## src/design/mii_strap_pkg.sv

```systemverilog
/*
 * Shared constants and carrier types for the transceiver pin logic:
 * strap timing, mode codes, indicator modes, pin sampling positions.
 * Assumes a 250 MHz core clock; the link clock is sampled, not used.
 */
// How it works
// RULE1: MAC drives the four transmit data lines in step with the link clock.
// RULE2: Transmit data counts only while transmit enable is high; otherwise ignored.
// RULE3: In MII mode the collision pin is driven toward the MAC.
// RULE4: In MII mode the carrier sense pin is driven toward the MAC.
// RULE5: At reset release collision pin gives mode bit 0, carrier pin bit 1.
// RULE6: Strap pins float as inputs in reset, become driven outputs afterward; the code drives the collision and carrier pins only when rmii_mode is low.
// RULE7: First indicator: mode 00 link/activity blink, mode 01 link only.
// RULE8: Second indicator: mode 00 speed, mode 01 activity blink; 10, 11 reserved.
// RULE9: A two-bit management field picks the mode of both indicators.
// RULE10: Second indicator pin at reset release loads the speed-select bit.
// RULE11: RMII receive sends two bits per reference clock while valid is high.
// RULE12: MAC sends two transmit bits per reference clock while enable is high.
// RULE13: Mode code 000 means MII, 110 back-to-back; other codes reserved.
// RULE14: First indicator pin at reset release enables auto-negotiation when high.
// RULE15: Second indicator pin at reset release selects 100 Mbps when high.
// RULE16: Straps sampled once after reset release, held until the next reset.
package mii_strap_pkg;
	// core clock and indicator blink timing
	localparam int unsigned CLK_PERIOD_NS    = 4;
	localparam int unsigned BLINK_TIME_NS    = 40000000;
	localparam int unsigned BLINK_CYCLES_DEF = BLINK_TIME_NS / CLK_PERIOD_NS;
	// cycles after release before pin levels have passed the synchroniser
	localparam logic [1:0]  STRAP_SETTLE     = 2'h2;
	// interface mode strap codes
	localparam logic [2:0]  MODE_CODE_MII    = 3'h0;
	localparam logic [2:0]  MODE_CODE_B2B    = 3'h6;
	// indicator mode field values
	localparam logic [1:0]  LED_MODE_0       = 2'h0;
	localparam logic [1:0]  LED_MODE_1       = 2'h1;
	// positions in the synchronised pin vector
	localparam int unsigned SYNC_W   = 11;
	localparam int unsigned P_LCLK   = 10;
	localparam int unsigned P_TXEN   = 9;
	localparam int unsigned P_TXD    = 5;
	localparam int unsigned P_STRAP2 = 4;
	localparam int unsigned P_COL    = 3;
	localparam int unsigned P_CRS    = 2;
	localparam int unsigned P_LINK_INDICATOR_OUT   = 1;
	localparam int unsigned P_SPEED_ACTIVITY_INDICATOR_OUT   = 0;

	typedef enum logic [1:0] {
		IF_MII      = 2'b00,
		IF_B2B      = 2'b01,
		IF_RESERVED = 2'b10
	} if_mode_t;

	typedef enum logic {
		STRAP_SAMPLE = 1'b0,
		STRAP_RUN    = 1'b1
	} strap_state_t;

	typedef struct packed {
		logic       valid;
		logic [3:0] data;
	} tx_beat_t;

	typedef struct packed {
		logic [2:0] mode_code;
		if_mode_t   if_mode;
		logic       autoneg_enable;
		logic       speed_100;
	} strap_t;
endpackage

```

## src/design/mii_pin_strap_led_logic.sv

```systemverilog
/*
 * Transceiver pin logic: MII/RMII transmit capture, RMII receive
 * dibits, collision and carrier pins, strap capture and indicators.
 * Assumes the link clock is far slower than core_clk and is sampled.
 */
module mii_pin_strap_led_logic
	import mii_strap_pkg::*;
#(
	parameter int unsigned BLINK_CYCLES = BLINK_CYCLES_DEF
) (
	// clock and reset
	input  wire logic       core_clk,
	input  wire logic       reset_n,
	// link pins from the mac
	input  wire logic       link_clk,
	input  wire logic       tx_en,
	input  wire logic [3:0] txd,
	input  wire logic       rmii_mode,
	// collision pin, carrier sense pin and mode strap bit 2
	input  wire logic       mode_strap_bit0_in,
	output logic            col_out,
	output logic            col_oe,
	input  wire logic       mode_strap_bit1_in,
	output logic            crs_out,
	output logic            crs_oe,
	input  wire logic       mode_strap_bit2_in,
	// indicator pins
	input  wire logic       autoneg_enable_strap,
	output logic            link_indicator_out,
	output logic            link_indicator_oe,
	input  wire logic       speed_strap_in,
	output logic            speed_activity_indicator_out,
	output logic            speed_activity_indicator_oe,
	// rmii receive pins
	output logic [1:0]      rmii_rxd,
	output logic            rmii_crs_dv,
	// core status and control
	input  wire logic       collision_det,
	input  wire logic       carrier_sense,
	input  wire logic       link_up,
	input  wire logic       activity,
	input  wire logic       speed_100,
	input  wire logic [1:0] led_mode,
	// core receive dibit source
	input  wire logic       rx_dibit_valid,
	input  wire logic [1:0] rx_dibit,
	output logic            rx_dibit_ready,
	// core results
	output tx_beat_t        tx_beat,
	output strap_t          straps,
	output logic            speed_select,
	output logic            strap_done
);
	localparam int unsigned BW = $clog2(BLINK_CYCLES + 1);
	logic [SYNC_W-1:0] sync_q;
	logic [SYNC_W-1:0] prev_reg;
	wire logic         rise   = sync_q[P_LCLK] & ~prev_reg[P_LCLK]; // link edge
	wire logic         p_txen = prev_reg[P_TXEN];
	wire logic [3:0]   p_txd  = prev_reg[P_TXD +: 4];
	// every pin level except rmii_mode crosses through two flops first
	pin_sync2 #(.WIDTH(SYNC_W)) u_sync (
		.clk     (core_clk),
		.reset_n (reset_n),
		.d       ({link_clk, tx_en, txd, mode_strap_bit2_in,
		           mode_strap_bit0_in, mode_strap_bit1_in,
		           autoneg_enable_strap, speed_strap_in}),
		.q       (sync_q)
	);

	// previous sample: data seen just before the clock edge is stable
	always_ff @(posedge core_clk or negedge reset_n) begin
		if (!reset_n)
			prev_reg <= '0;
		else
			prev_reg <= sync_q;
	end

	// transmit capture: nibbles in mii, dibit pairs in rmii
	tx_beat_t   tx_beat_reg, tx_beat_next;
	logic [1:0] lo_reg, lo_next;
	logic       have_reg, have_next;
	always_comb begin
		tx_beat_next = '{valid: 1'b0, data: tx_beat_reg.data};
		lo_next      = lo_reg;
		have_next    = have_reg;
		if (rise) begin
			if (!p_txen) begin
				have_next = 1'b0; // RULE2
			end else if (!rmii_mode) begin
				tx_beat_next = '{valid: 1'b1, data: p_txd}; // RULE2
			end else if (!have_reg) begin
				lo_next   = p_txd[1:0];
				have_next = 1'b1;
			end else begin
				tx_beat_next = '{valid: 1'b1, data: {p_txd[1:0], lo_reg}};
				have_next    = 1'b0;
			end
		end
	end
	always_ff @(posedge core_clk or negedge reset_n) begin
		if (!reset_n) begin
			tx_beat_reg <= '0;
			lo_reg      <= 2'h0;
			have_reg    <= 1'b0;
		end else begin
			tx_beat_reg <= tx_beat_next;
			lo_reg      <= lo_next;
			have_reg    <= have_next;
		end
	end
	// rmii receive: one dibit presented per reference clock rise
	logic [1:0] rxd_reg, rxd_next;
	logic       crs_dv_reg, crs_dv_next;
	logic       ready_reg, ready_next;
	always_comb begin
		rxd_next    = rxd_reg;
		crs_dv_next = crs_dv_reg;
		ready_next  = 1'b0;
		if (!rmii_mode) begin
			rxd_next    = 2'h0;
			crs_dv_next = 1'b0;
		end else if (rise) begin
			crs_dv_next = rx_dibit_valid; // RULE11
			rxd_next    = rx_dibit_valid ? rx_dibit : 2'h0;
			ready_next  = rx_dibit_valid;
		end
	end
	always_ff @(posedge core_clk or negedge reset_n) begin
		if (!reset_n) begin
			rxd_reg    <= 2'h0;
			crs_dv_reg <= 1'b0;
			ready_reg  <= 1'b0;
		end else begin
			rxd_reg    <= rxd_next;
			crs_dv_reg <= crs_dv_next;
			ready_reg  <= ready_next;
		end
	end

	// strap capture once the released pins have settled
	strap_state_t state_reg, state_next;
	logic [1:0]   cnt_reg, cnt_next;
	strap_t       straps_reg, straps_next;
	logic         speed_sel_reg, speed_sel_next;
	logic [2:0]   code;
	logic         done;
	assign code = {sync_q[P_STRAP2], sync_q[P_CRS], sync_q[P_COL]}; // RULE5
	assign done = (state_reg == STRAP_RUN);
	always_comb begin
		state_next     = state_reg;
		cnt_next       = cnt_reg;
		straps_next    = straps_reg;
		speed_sel_next = speed_sel_reg;
		unique case (state_reg)
			STRAP_SAMPLE: begin
				if (cnt_reg == STRAP_SETTLE) begin
					straps_next.mode_code = code;
					if (code == MODE_CODE_MII) // RULE13
						straps_next.if_mode = IF_MII;
					else if (code == MODE_CODE_B2B)
						straps_next.if_mode = IF_B2B;
					else
						straps_next.if_mode = IF_RESERVED;
					straps_next.autoneg_enable = sync_q[P_LINK_INDICATOR_OUT]; // RULE14
					straps_next.speed_100 = sync_q[P_SPEED_ACTIVITY_INDICATOR_OUT]; // RULE15
					speed_sel_next = sync_q[P_SPEED_ACTIVITY_INDICATOR_OUT]; // RULE10
					state_next = STRAP_RUN; // RULE16
				end else begin
					cnt_next = cnt_reg + 2'h1;
				end
			end
			STRAP_RUN: state_next = STRAP_RUN; // RULE16
		endcase
	end
	always_ff @(posedge core_clk or negedge reset_n) begin
		if (!reset_n) begin
			state_reg     <= STRAP_SAMPLE;
			cnt_reg       <= 2'h0;
			straps_reg    <= '0;
			speed_sel_reg <= 1'b0;
		end else begin
			state_reg     <= state_next;
			cnt_reg       <= cnt_next;
			straps_reg    <= straps_next;
			speed_sel_reg <= speed_sel_next;
		end
	end

	// indicators, blink timer and pin drivers
	logic [BW-1:0] blink_cnt_reg, blink_cnt_next;
	logic          blink_reg, blink_next;
	logic          link_indicator_out_reg, link_indicator_out_next, speed_activity_indicator_out_reg, speed_activity_indicator_out_next;
	logic          col_reg, crs_reg, col_oe_reg, crs_oe_reg, led_oe_reg;
	always_comb begin
		blink_cnt_next = blink_cnt_reg + BW'(1);
		blink_next     = blink_reg;
		if (!activity) begin
			blink_cnt_next = '0;
			blink_next     = 1'b1;
		end else if (blink_cnt_reg == BW'(BLINK_CYCLES - 1)) begin
			blink_cnt_next = '0;
			blink_next     = ~blink_reg;
		end
		link_indicator_out_next = 1'b1;
		speed_activity_indicator_out_next = 1'b1;
		if (led_mode == LED_MODE_0) begin // RULE9
			link_indicator_out_next = !link_up ? 1'b1 : (activity & blink_reg); // RULE7
			speed_activity_indicator_out_next = ~speed_100; // RULE8
		end else if (led_mode == LED_MODE_1) begin
			link_indicator_out_next = ~link_up; // RULE7
			speed_activity_indicator_out_next = activity ? blink_reg : 1'b1; // RULE8
		end
	end
	always_ff @(posedge core_clk or negedge reset_n) begin
		if (!reset_n) begin
			blink_cnt_reg <= '0;
			blink_reg     <= 1'b1;
			link_indicator_out_reg      <= 1'b1;
			speed_activity_indicator_out_reg      <= 1'b1;
			col_reg       <= 1'b0;
			crs_reg       <= 1'b0;
			col_oe_reg    <= 1'b0;
			crs_oe_reg    <= 1'b0;
			led_oe_reg    <= 1'b0;
		end else begin
			blink_cnt_reg <= blink_cnt_next;
			blink_reg     <= blink_next;
			link_indicator_out_reg      <= link_indicator_out_next;
			speed_activity_indicator_out_reg      <= speed_activity_indicator_out_next;
			col_reg       <= collision_det; // RULE3
			crs_reg       <= carrier_sense; // RULE4
			col_oe_reg    <= done & ~rmii_mode; // RULE3 RULE6
			crs_oe_reg    <= done & ~rmii_mode; // RULE4 RULE6
			led_oe_reg    <= done; // RULE6
		end
	end
	assign col_out                      = col_reg;
	assign col_oe                       = col_oe_reg;
	assign crs_out                      = crs_reg;
	assign crs_oe                       = crs_oe_reg;
	assign link_indicator_out           = link_indicator_out_reg;
	assign link_indicator_oe            = led_oe_reg;
	assign speed_activity_indicator_out = speed_activity_indicator_out_reg;
	assign speed_activity_indicator_oe  = led_oe_reg;
	assign rmii_rxd                     = rxd_reg;
	assign rmii_crs_dv                  = crs_dv_reg;
	assign rx_dibit_ready               = ready_reg;
	assign tx_beat                      = tx_beat_reg;
	assign straps                       = straps_reg;
	assign speed_select                 = speed_sel_reg;
	assign strap_done                   = done;
endmodule

```

## src/design/pin_sync2.sv

```systemverilog
/*
 * Two-flop synchroniser for a vector of independent pin levels.
 * Assumes each bit is a slow level; bits are not coherent with each other.
 */
module pin_sync2 #(
	parameter int unsigned WIDTH = 1
) (
	// clock and reset
	input  wire logic             clk,
	input  wire logic             reset_n,
	// asynchronous levels in, synchronised levels out
	input  wire logic [WIDTH-1:0] d,
	output logic      [WIDTH-1:0] q
);
	logic [WIDTH-1:0] meta_reg;
	logic [WIDTH-1:0] q_reg;

	// first stage is read only by the second
	always_ff @(posedge clk or negedge reset_n) begin
		if (!reset_n) begin
			meta_reg <= '0;
			q_reg    <= '0;
		end else begin
			meta_reg <= d;
			q_reg    <= meta_reg;
		end
	end

	assign q = q_reg;
endmodule

```

## config.mk

```make
export PLATFORM = sky130hd
export DESIGN_NAME = mii_pin_strap_led_logic
export DESIGN_NICKNAME = d
export VERILOG_FILES = /design/src/design/mii_strap_pkg.sv /design/src/design/mii_pin_strap_led_logic.sv /design/src/design/pin_sync2.sv
export SDC_FILE = /design/constraint.sdc
export NUM_CORES = 1
export LEC_CHECK = 0
export ABC_AREA = 1
export BUFFER_PORTS_ARGS = -buffer_cell sky130_fd_sc_hd__buf_2
export CAP_MARGIN = 20
export CORE_MARGIN = 2
export CORE_UTILIZATION = 50
export DETAILED_ROUTE_END_ITERATION = 6
export GPL_ROUTABILITY_DRIVEN = 0
export PLACE_DENSITY_LB_ADDON = 0.3
export SLEW_MARGIN = 10
export SYNTH_ARGS = -nofsm -noshare
export SYNTH_HDL_FRONTEND = slang
export SYNTH_SLANG_ARGS = --single-unit
```

## constraint.sdc

```tcl
create_clock -name core_clk -period 1.25 [get_ports core_clk]
set_clock_uncertainty 0.05 [all_clocks]
set_input_delay 0.125 -clock core_clk [delete_from_list [all_inputs] [get_ports core_clk]]
set_output_delay 0.125 -clock core_clk [all_outputs]
set_load 0.01 [all_outputs]
```

## After elaboration in Yosys (flattened, before gate mapping)

Cells that the tools add are included.

- Add/sub/neg operators: 2
- $mul: 0
- Div/mod/pow operators: 0
- Order comparisons: 0
- Eq/ne operators: 8
- Shift-type cells: 0
- Multiplexer cells: 28
- Bitwise logic cells: 11
- Reduce and logical (&&, ||, !) cells: 7

Operator list:

| cell | number |
|---|---|
| 24-bit two-way mux | 2 |
| 24-bit by 1-bit adder with 24-bit output (second input constant) | 1 |
| 24-bit equality test (second input constant) | 1 |
| 5-bit two-way mux | 4 |
| 1-bit two-way mux | 16 |
| 2-bit two-way mux | 5 |
| 1-bit NOT | 8 |
| 2-bit by 1-bit inequality test with 1-bit output (second input constant) | 3 |
| 2-bit AND reduction | 3 |
| 4-bit AND reduction | 1 |
| 1-bit AND | 3 |
| 3-bit equality test (second input constant) | 1 |
| 3-bit logical NOT | 1 |
| 3-bit AND reduction | 1 |
| 2-bit by 1-bit adder with 2-bit output (second input constant) | 1 |
| 2-bit by 1-bit equality test with 1-bit output (second input constant) | 1 |
| 2-bit equality test (second input constant) | 1 |
| 2-bit logical NOT | 1 |
| 2-bit inequality test (second input constant) | 1 |
| 1-bit case mux with 2 select lines | 1 |

- Register bits: 86
- Bits in latches: 0
- Bits in writable memories: 0
- Memory bits (read-only): 0
- Input bits: 24
- Output and inout bits: 26
- Logic and storage cells: 80
- Memories: 0

## Depth between registers and ports, before layout

- Word-level depth: 4
- Mapped depth: 8
- Mapped depth without buffers: 8

## Cells and area by module

From an unflattened synthesis, not the netlist that was laid out.

- Cells, all modules: 349
- Area, all modules: 3,271.9 um2

Modules (own cells, without submodules):

| module | times used | cells an instance | area each (um2) | seq. area each (um2) |
|---|---|---|---|---|
| mii_pin_strap_led_logic | 1 | 327 | 2,721.4 | 1,480.2 |
| pin_sync2 | 1 | 22 | 550.5 | 550.5 |

## Worst setup path before layout

Ideal clock, no wire load.

- Path kind: reg2reg
- Start: reg blink_cnt_reg[0]
- End: reg blink_cnt_reg[14]
- Setup time: 132 ps
- Data arrival time: 1,223 ps
- Data required time: 1,068 ps
- Path slack: -154 ps
- Cell stages (with the launch flop): 7
- Buffers on the path: 0
- Clock period less this slack: 1,404 ps
- Cell sequence: dfrtp_1 > ha_1 > nand2_1 > nor3_4 > nand3_1 > xor2_1 > nor2_1

- Cells in the longest elaborated chain, start to end: 3
- Elaborated cells between the ends (all ways): 4
- Those cells by class: add/sub (1); eq/ne (1); mux (2)

RTL lines:

| item | line | source |
|---|---|---|
| start, declared | mii_pin_strap_led_logic.sv:190 | `logic [BW-1:0] blink_cnt_reg, blink_cnt_next;` |
| start signal, assigned | mii_pin_strap_led_logic.sv:226 | `blink_cnt_reg <= blink_cnt_next;` |
| 24-bit by 1-bit adder with 24-bit output / 24-bit equality test (equally long branches) | mii_pin_strap_led_logic.sv:195, mii_pin_strap_led_logic.sv:200 |  |
| 24-bit two-way mux * | mii_pin_strap_led_logic.sv:200 | `end else if (blink_cnt_reg == BW'(BLINK_CYCLES - 1)) begin` |
| 24-bit two-way mux * | mii_pin_strap_led_logic.sv:197 | `if (!activity) begin` |
| net blink_cnt_next[14] | mii_pin_strap_led_logic.sv:190 |  |

The timed path passes the listed nets; every way through them passes the cells marked *.
A chain may end at the register's enable or synchronous reset.

## Final worst setup path

- Start: reg blink_cnt_reg[0]
- End: reg blink_cnt_reg[9]

The elaborated chain is that of the path after synthesis.

==> results.json <==
{
  "hold_viol": 0,
  "clock_latency_ns": 0.35,
  "rsz0062_at_grt": "true",
  "gr-total-overflow": 0,
  "ant_nets": 0,
  "ys_top_cells_by_area": "dfrtp_1, nand2_1, nor2_1, nand3_1, inv_1",
  "die-area_um2": 7165,
  "place_area_um2": 3867,
  "cts_buffer_depth": 2,
  "critical-path-slowest-cell": "dfrtp_1",
  "r2r-end": "blink_cnt_reg[9]$_DFF_PN0_",
  "r2r_slack_ns": -0.21,
  "synthAdderAreaFrac": 0.007695,
  "synth_nets": 363,
  "hp-start": "rmii_mode",
  "final-setup-viol-count": 24,
  "drive_gt1_frac": 0.3750,
  "layout_common_cells": "dfrtp_1, nand2_1, buf_2, buf_4, nor2_1",
  "cap_viol_max_count": 0,
  "vias_per_cell": 4.928,
  "drtPass1Iterations": 4,
  "final.setup.worst_slack_ns": -0.2053,
  "synth_mux_area_frac": 0,
  "fin_nets": 486,
  "slowest_delay_ns": 0.41,
  "cpMostUsedCell": "nand3_4",
  "dp.cells": 494,
  "pwr-share-seq": 0.527,
  "hold_path_depth": 2,
  "synth_xor_area_frac": 0.03501,
  "pin_count": 50,
  "switchingPower_uw": 1272,
  "ys_warn_count": 0,
  "synthToLayoutAreaGrowth_pct": 41.25,
  "worstSetupPathType": "flop to flop",
  "seq_area_frac_synth": 0.6245,
  "p_leak_uw": 0.002117,
  "antennaDiodeCount": 0,
  "routedWlPerCell_um": 13.30,
  "antenna_found_initial": 0,
  "worstPathRequired_ns": 1.44,
  "die_x_um": 84.65,
  "path_clk_slew_ns": 0.08,
  "powerDensity_nw_per_um2": 1168,
  "core-area_um2": 6314,
  "finalCriticalPeriod_ns": 1.455,
  "synth.top_cell.area_share": 0.6002,
  "yosys.area.top_type": "dfrtp_1",
  "crit_chain": "ha_4 > nand3_4 > nor3_4 > nand3_4 > nand2_4 > nor2_1",
  "final_area_um2": 4593,
  "grt_max_degree": 28,
  "portBuffers": 49,
  "clock-sinks": 81,
  "synth-compound-area-share": 0.03886,
  "start_kind": "flop",
  "grt_pass1_wl_um": 11980,
  "clock-root-buffer": "clkbuf_8",
  "arrival_ns": 1.65,
  "tightestPinTransition_ns": 0.3346,
  "cts_tree": "built",
  "grt_pass1_vias": 2662,
  "fp.dieH_um": 84.65,
  "largest_reg_flops": 24,
  "stdcell_count": 541,
  "hold_ws_ns": 0.02978,
  "syn_inst": 337,
  "htreeDepth": 3,
  "maxSlewViolCount": 0,
  "power_uw": 5365,
  "nFillCells": 495,
  "violations": "setup timing",
  "end_kind": "flop",
  "p_clk_frac": 0.390,
  "utilization": 0.7275,
  "fmax_mhz": 687.2,
  "mostFrequentLayoutCell": "dfrtp_1",
  "critPathCapture": "blink_cnt_reg[9]$_DFF_PN0_",
  "r2r_start": "blink_cnt_reg[0]$_DFF_PN0_",
  "initial_core_util": 0.5151,
  "synth_area_um2": 3252,
  "critical_path.startpoint": "blink_cnt_reg[0]$_DFF_PN0_",
  "wirelength_um": 7198,
  "post-route-period-util": 1.164,
  "slew_headroom": 0.7769,
  "dp_hpwl_um": 4829,
  "drt-initial-drc-count": 119,
  "hp-class": "input pin to flop",
  "pwr-share-comb": 0.082,
  "cts_buffers": 9,
  "synth_cell_types": 31,
  "yosys.area_share.simple": 0.2497,
  "drc": 0,
  "synth_top_family_by_area": "simple AND/OR/NAND/NOR gates",
  "grt_util_all_layers": 0.2150,
  "vias": 2666,
  "reg2reg_depth": 6,
  "cellInternalPower_uw": 4092,
  "ir_drop_mv": 0.9635,
  "num_rows": 29,
  "synth_seq_cells": 81,
  "critPathMaxFanout": 6,
  "syn_avg_cell_area_um2": 9.649,
  "swShare": 0.2372,
  "status": "finished, violations left"
}
final cells by class:
class,count,area [µm²],share of cell area
clock buffer,9,123.9,0.02697
clock inverter,6,91.34,0.01989
inverter,30,112.6,0.02452
multi-input combinational,222,1314,0.2860
sequential,81,2032,0.4424
tap,77,96.34,0.02098
timing repair buffer,116,823.3,0.1792
through the flow:
| stage | setup TNS (ns) | setup WS (ns) |
|---|---|---|
| 3_3_place_gp | -1.286 | -0.1169 |
| 5_1_grt | -5.512 | -0.2961 |
| 3_5_place_dp | -2.189 | -0.1419 |
| 2_1_floorplan | -0.5110 | -0.04434 |
| 6_report | -3.299 | -0.2053 |
| 4_1_cts | -2.352 | -0.1455 |
layer usage:
| layer | global-route usage | up-vias | wire length, µm |
|---|---|---|---|
| li1 | - | 1315 | - |
| met1 | 0.2787 | 1274 | 3151 |
| met2 | 0.3508 | 63 | 3637 |
| met3 | 0.04425 | 14 | 282 |
| met4 | 0.09668 | 0 | 127 |
| met5 | 0 | - | 0 |
timing repair:
action                                  CTS  global route
pin swaps                                11            10
endpoints found under the setup margin   26            31
endpoints found under the hold margin    96             0
gates resized for setup                  25            37
hold buffers                             21             0
gates cloned                              1             0
buffers inserted                          7             3
synth_stat cells, drive strengths merged:
cell type,instances
clkbuf,1
o211ai,2
dfstp,3
nor3,3
nand3b,1
a21oi,3
xnor2,3
nand4,3
inv,30
a31oi,5
nor3b,1
nor2,67
nand2,88
a21o,1
o21ai,6
nand3,23
a32o,2
xor2,10
o31ai,1
dfrtp,78
ha,2
buf,4
cell families (layout without fill, tap and decap cells):
family	count (synthesis)	in the layout
AND/OR/NAND/NOR	186	187
adder cells (fa/ha/maj)	2	2
flip-flops	81	81
buffers and inverters	35	161
XOR/XNOR	13	13
AO/OA/AOI/OAI	20	20
how the worst min path moves through the flow:
stage	slack (ns)	endpoint
after floorplan	-0.22	blink_cnt_reg[0]$_DFF_PN0_
final	0.03	crs_oe$_DFF_PN0_
after global placement	0.002	tx_beat[4]$_DFF_PN0_
after CTS	0.02	crs_oe$_DFF_PN0_
after detailed placement	0.002	tx_beat[4]$_DFF_PN0_
after global routing	0.05	crs_oe$_DFF_PN0_
worst max-delay path, delay by kind of cell, from the launching register on:
family | cells | cell delay (ns)
and+or+nand+nor | 5 | 0.70
DFF | 1 | 0.41
adders and majority gates | 1 | 0.18
power groups by stage:
| stage | registers (µW) | clock network [µW] | logic (µW) |
|---|---|---|---|
| after global placement | 2870 | 0 | 366 |
| after floorplan | 2900 | 0 | 132 |
| final | 2830 | 2090 | 442 |
| after CTS | 2830 | 2130 | 435 |
| after detailed placement | 2880 | 0 | 376 |
| after global routing | 2850 | 2230 | 492 |
Power figures use the tool's default switching activity.
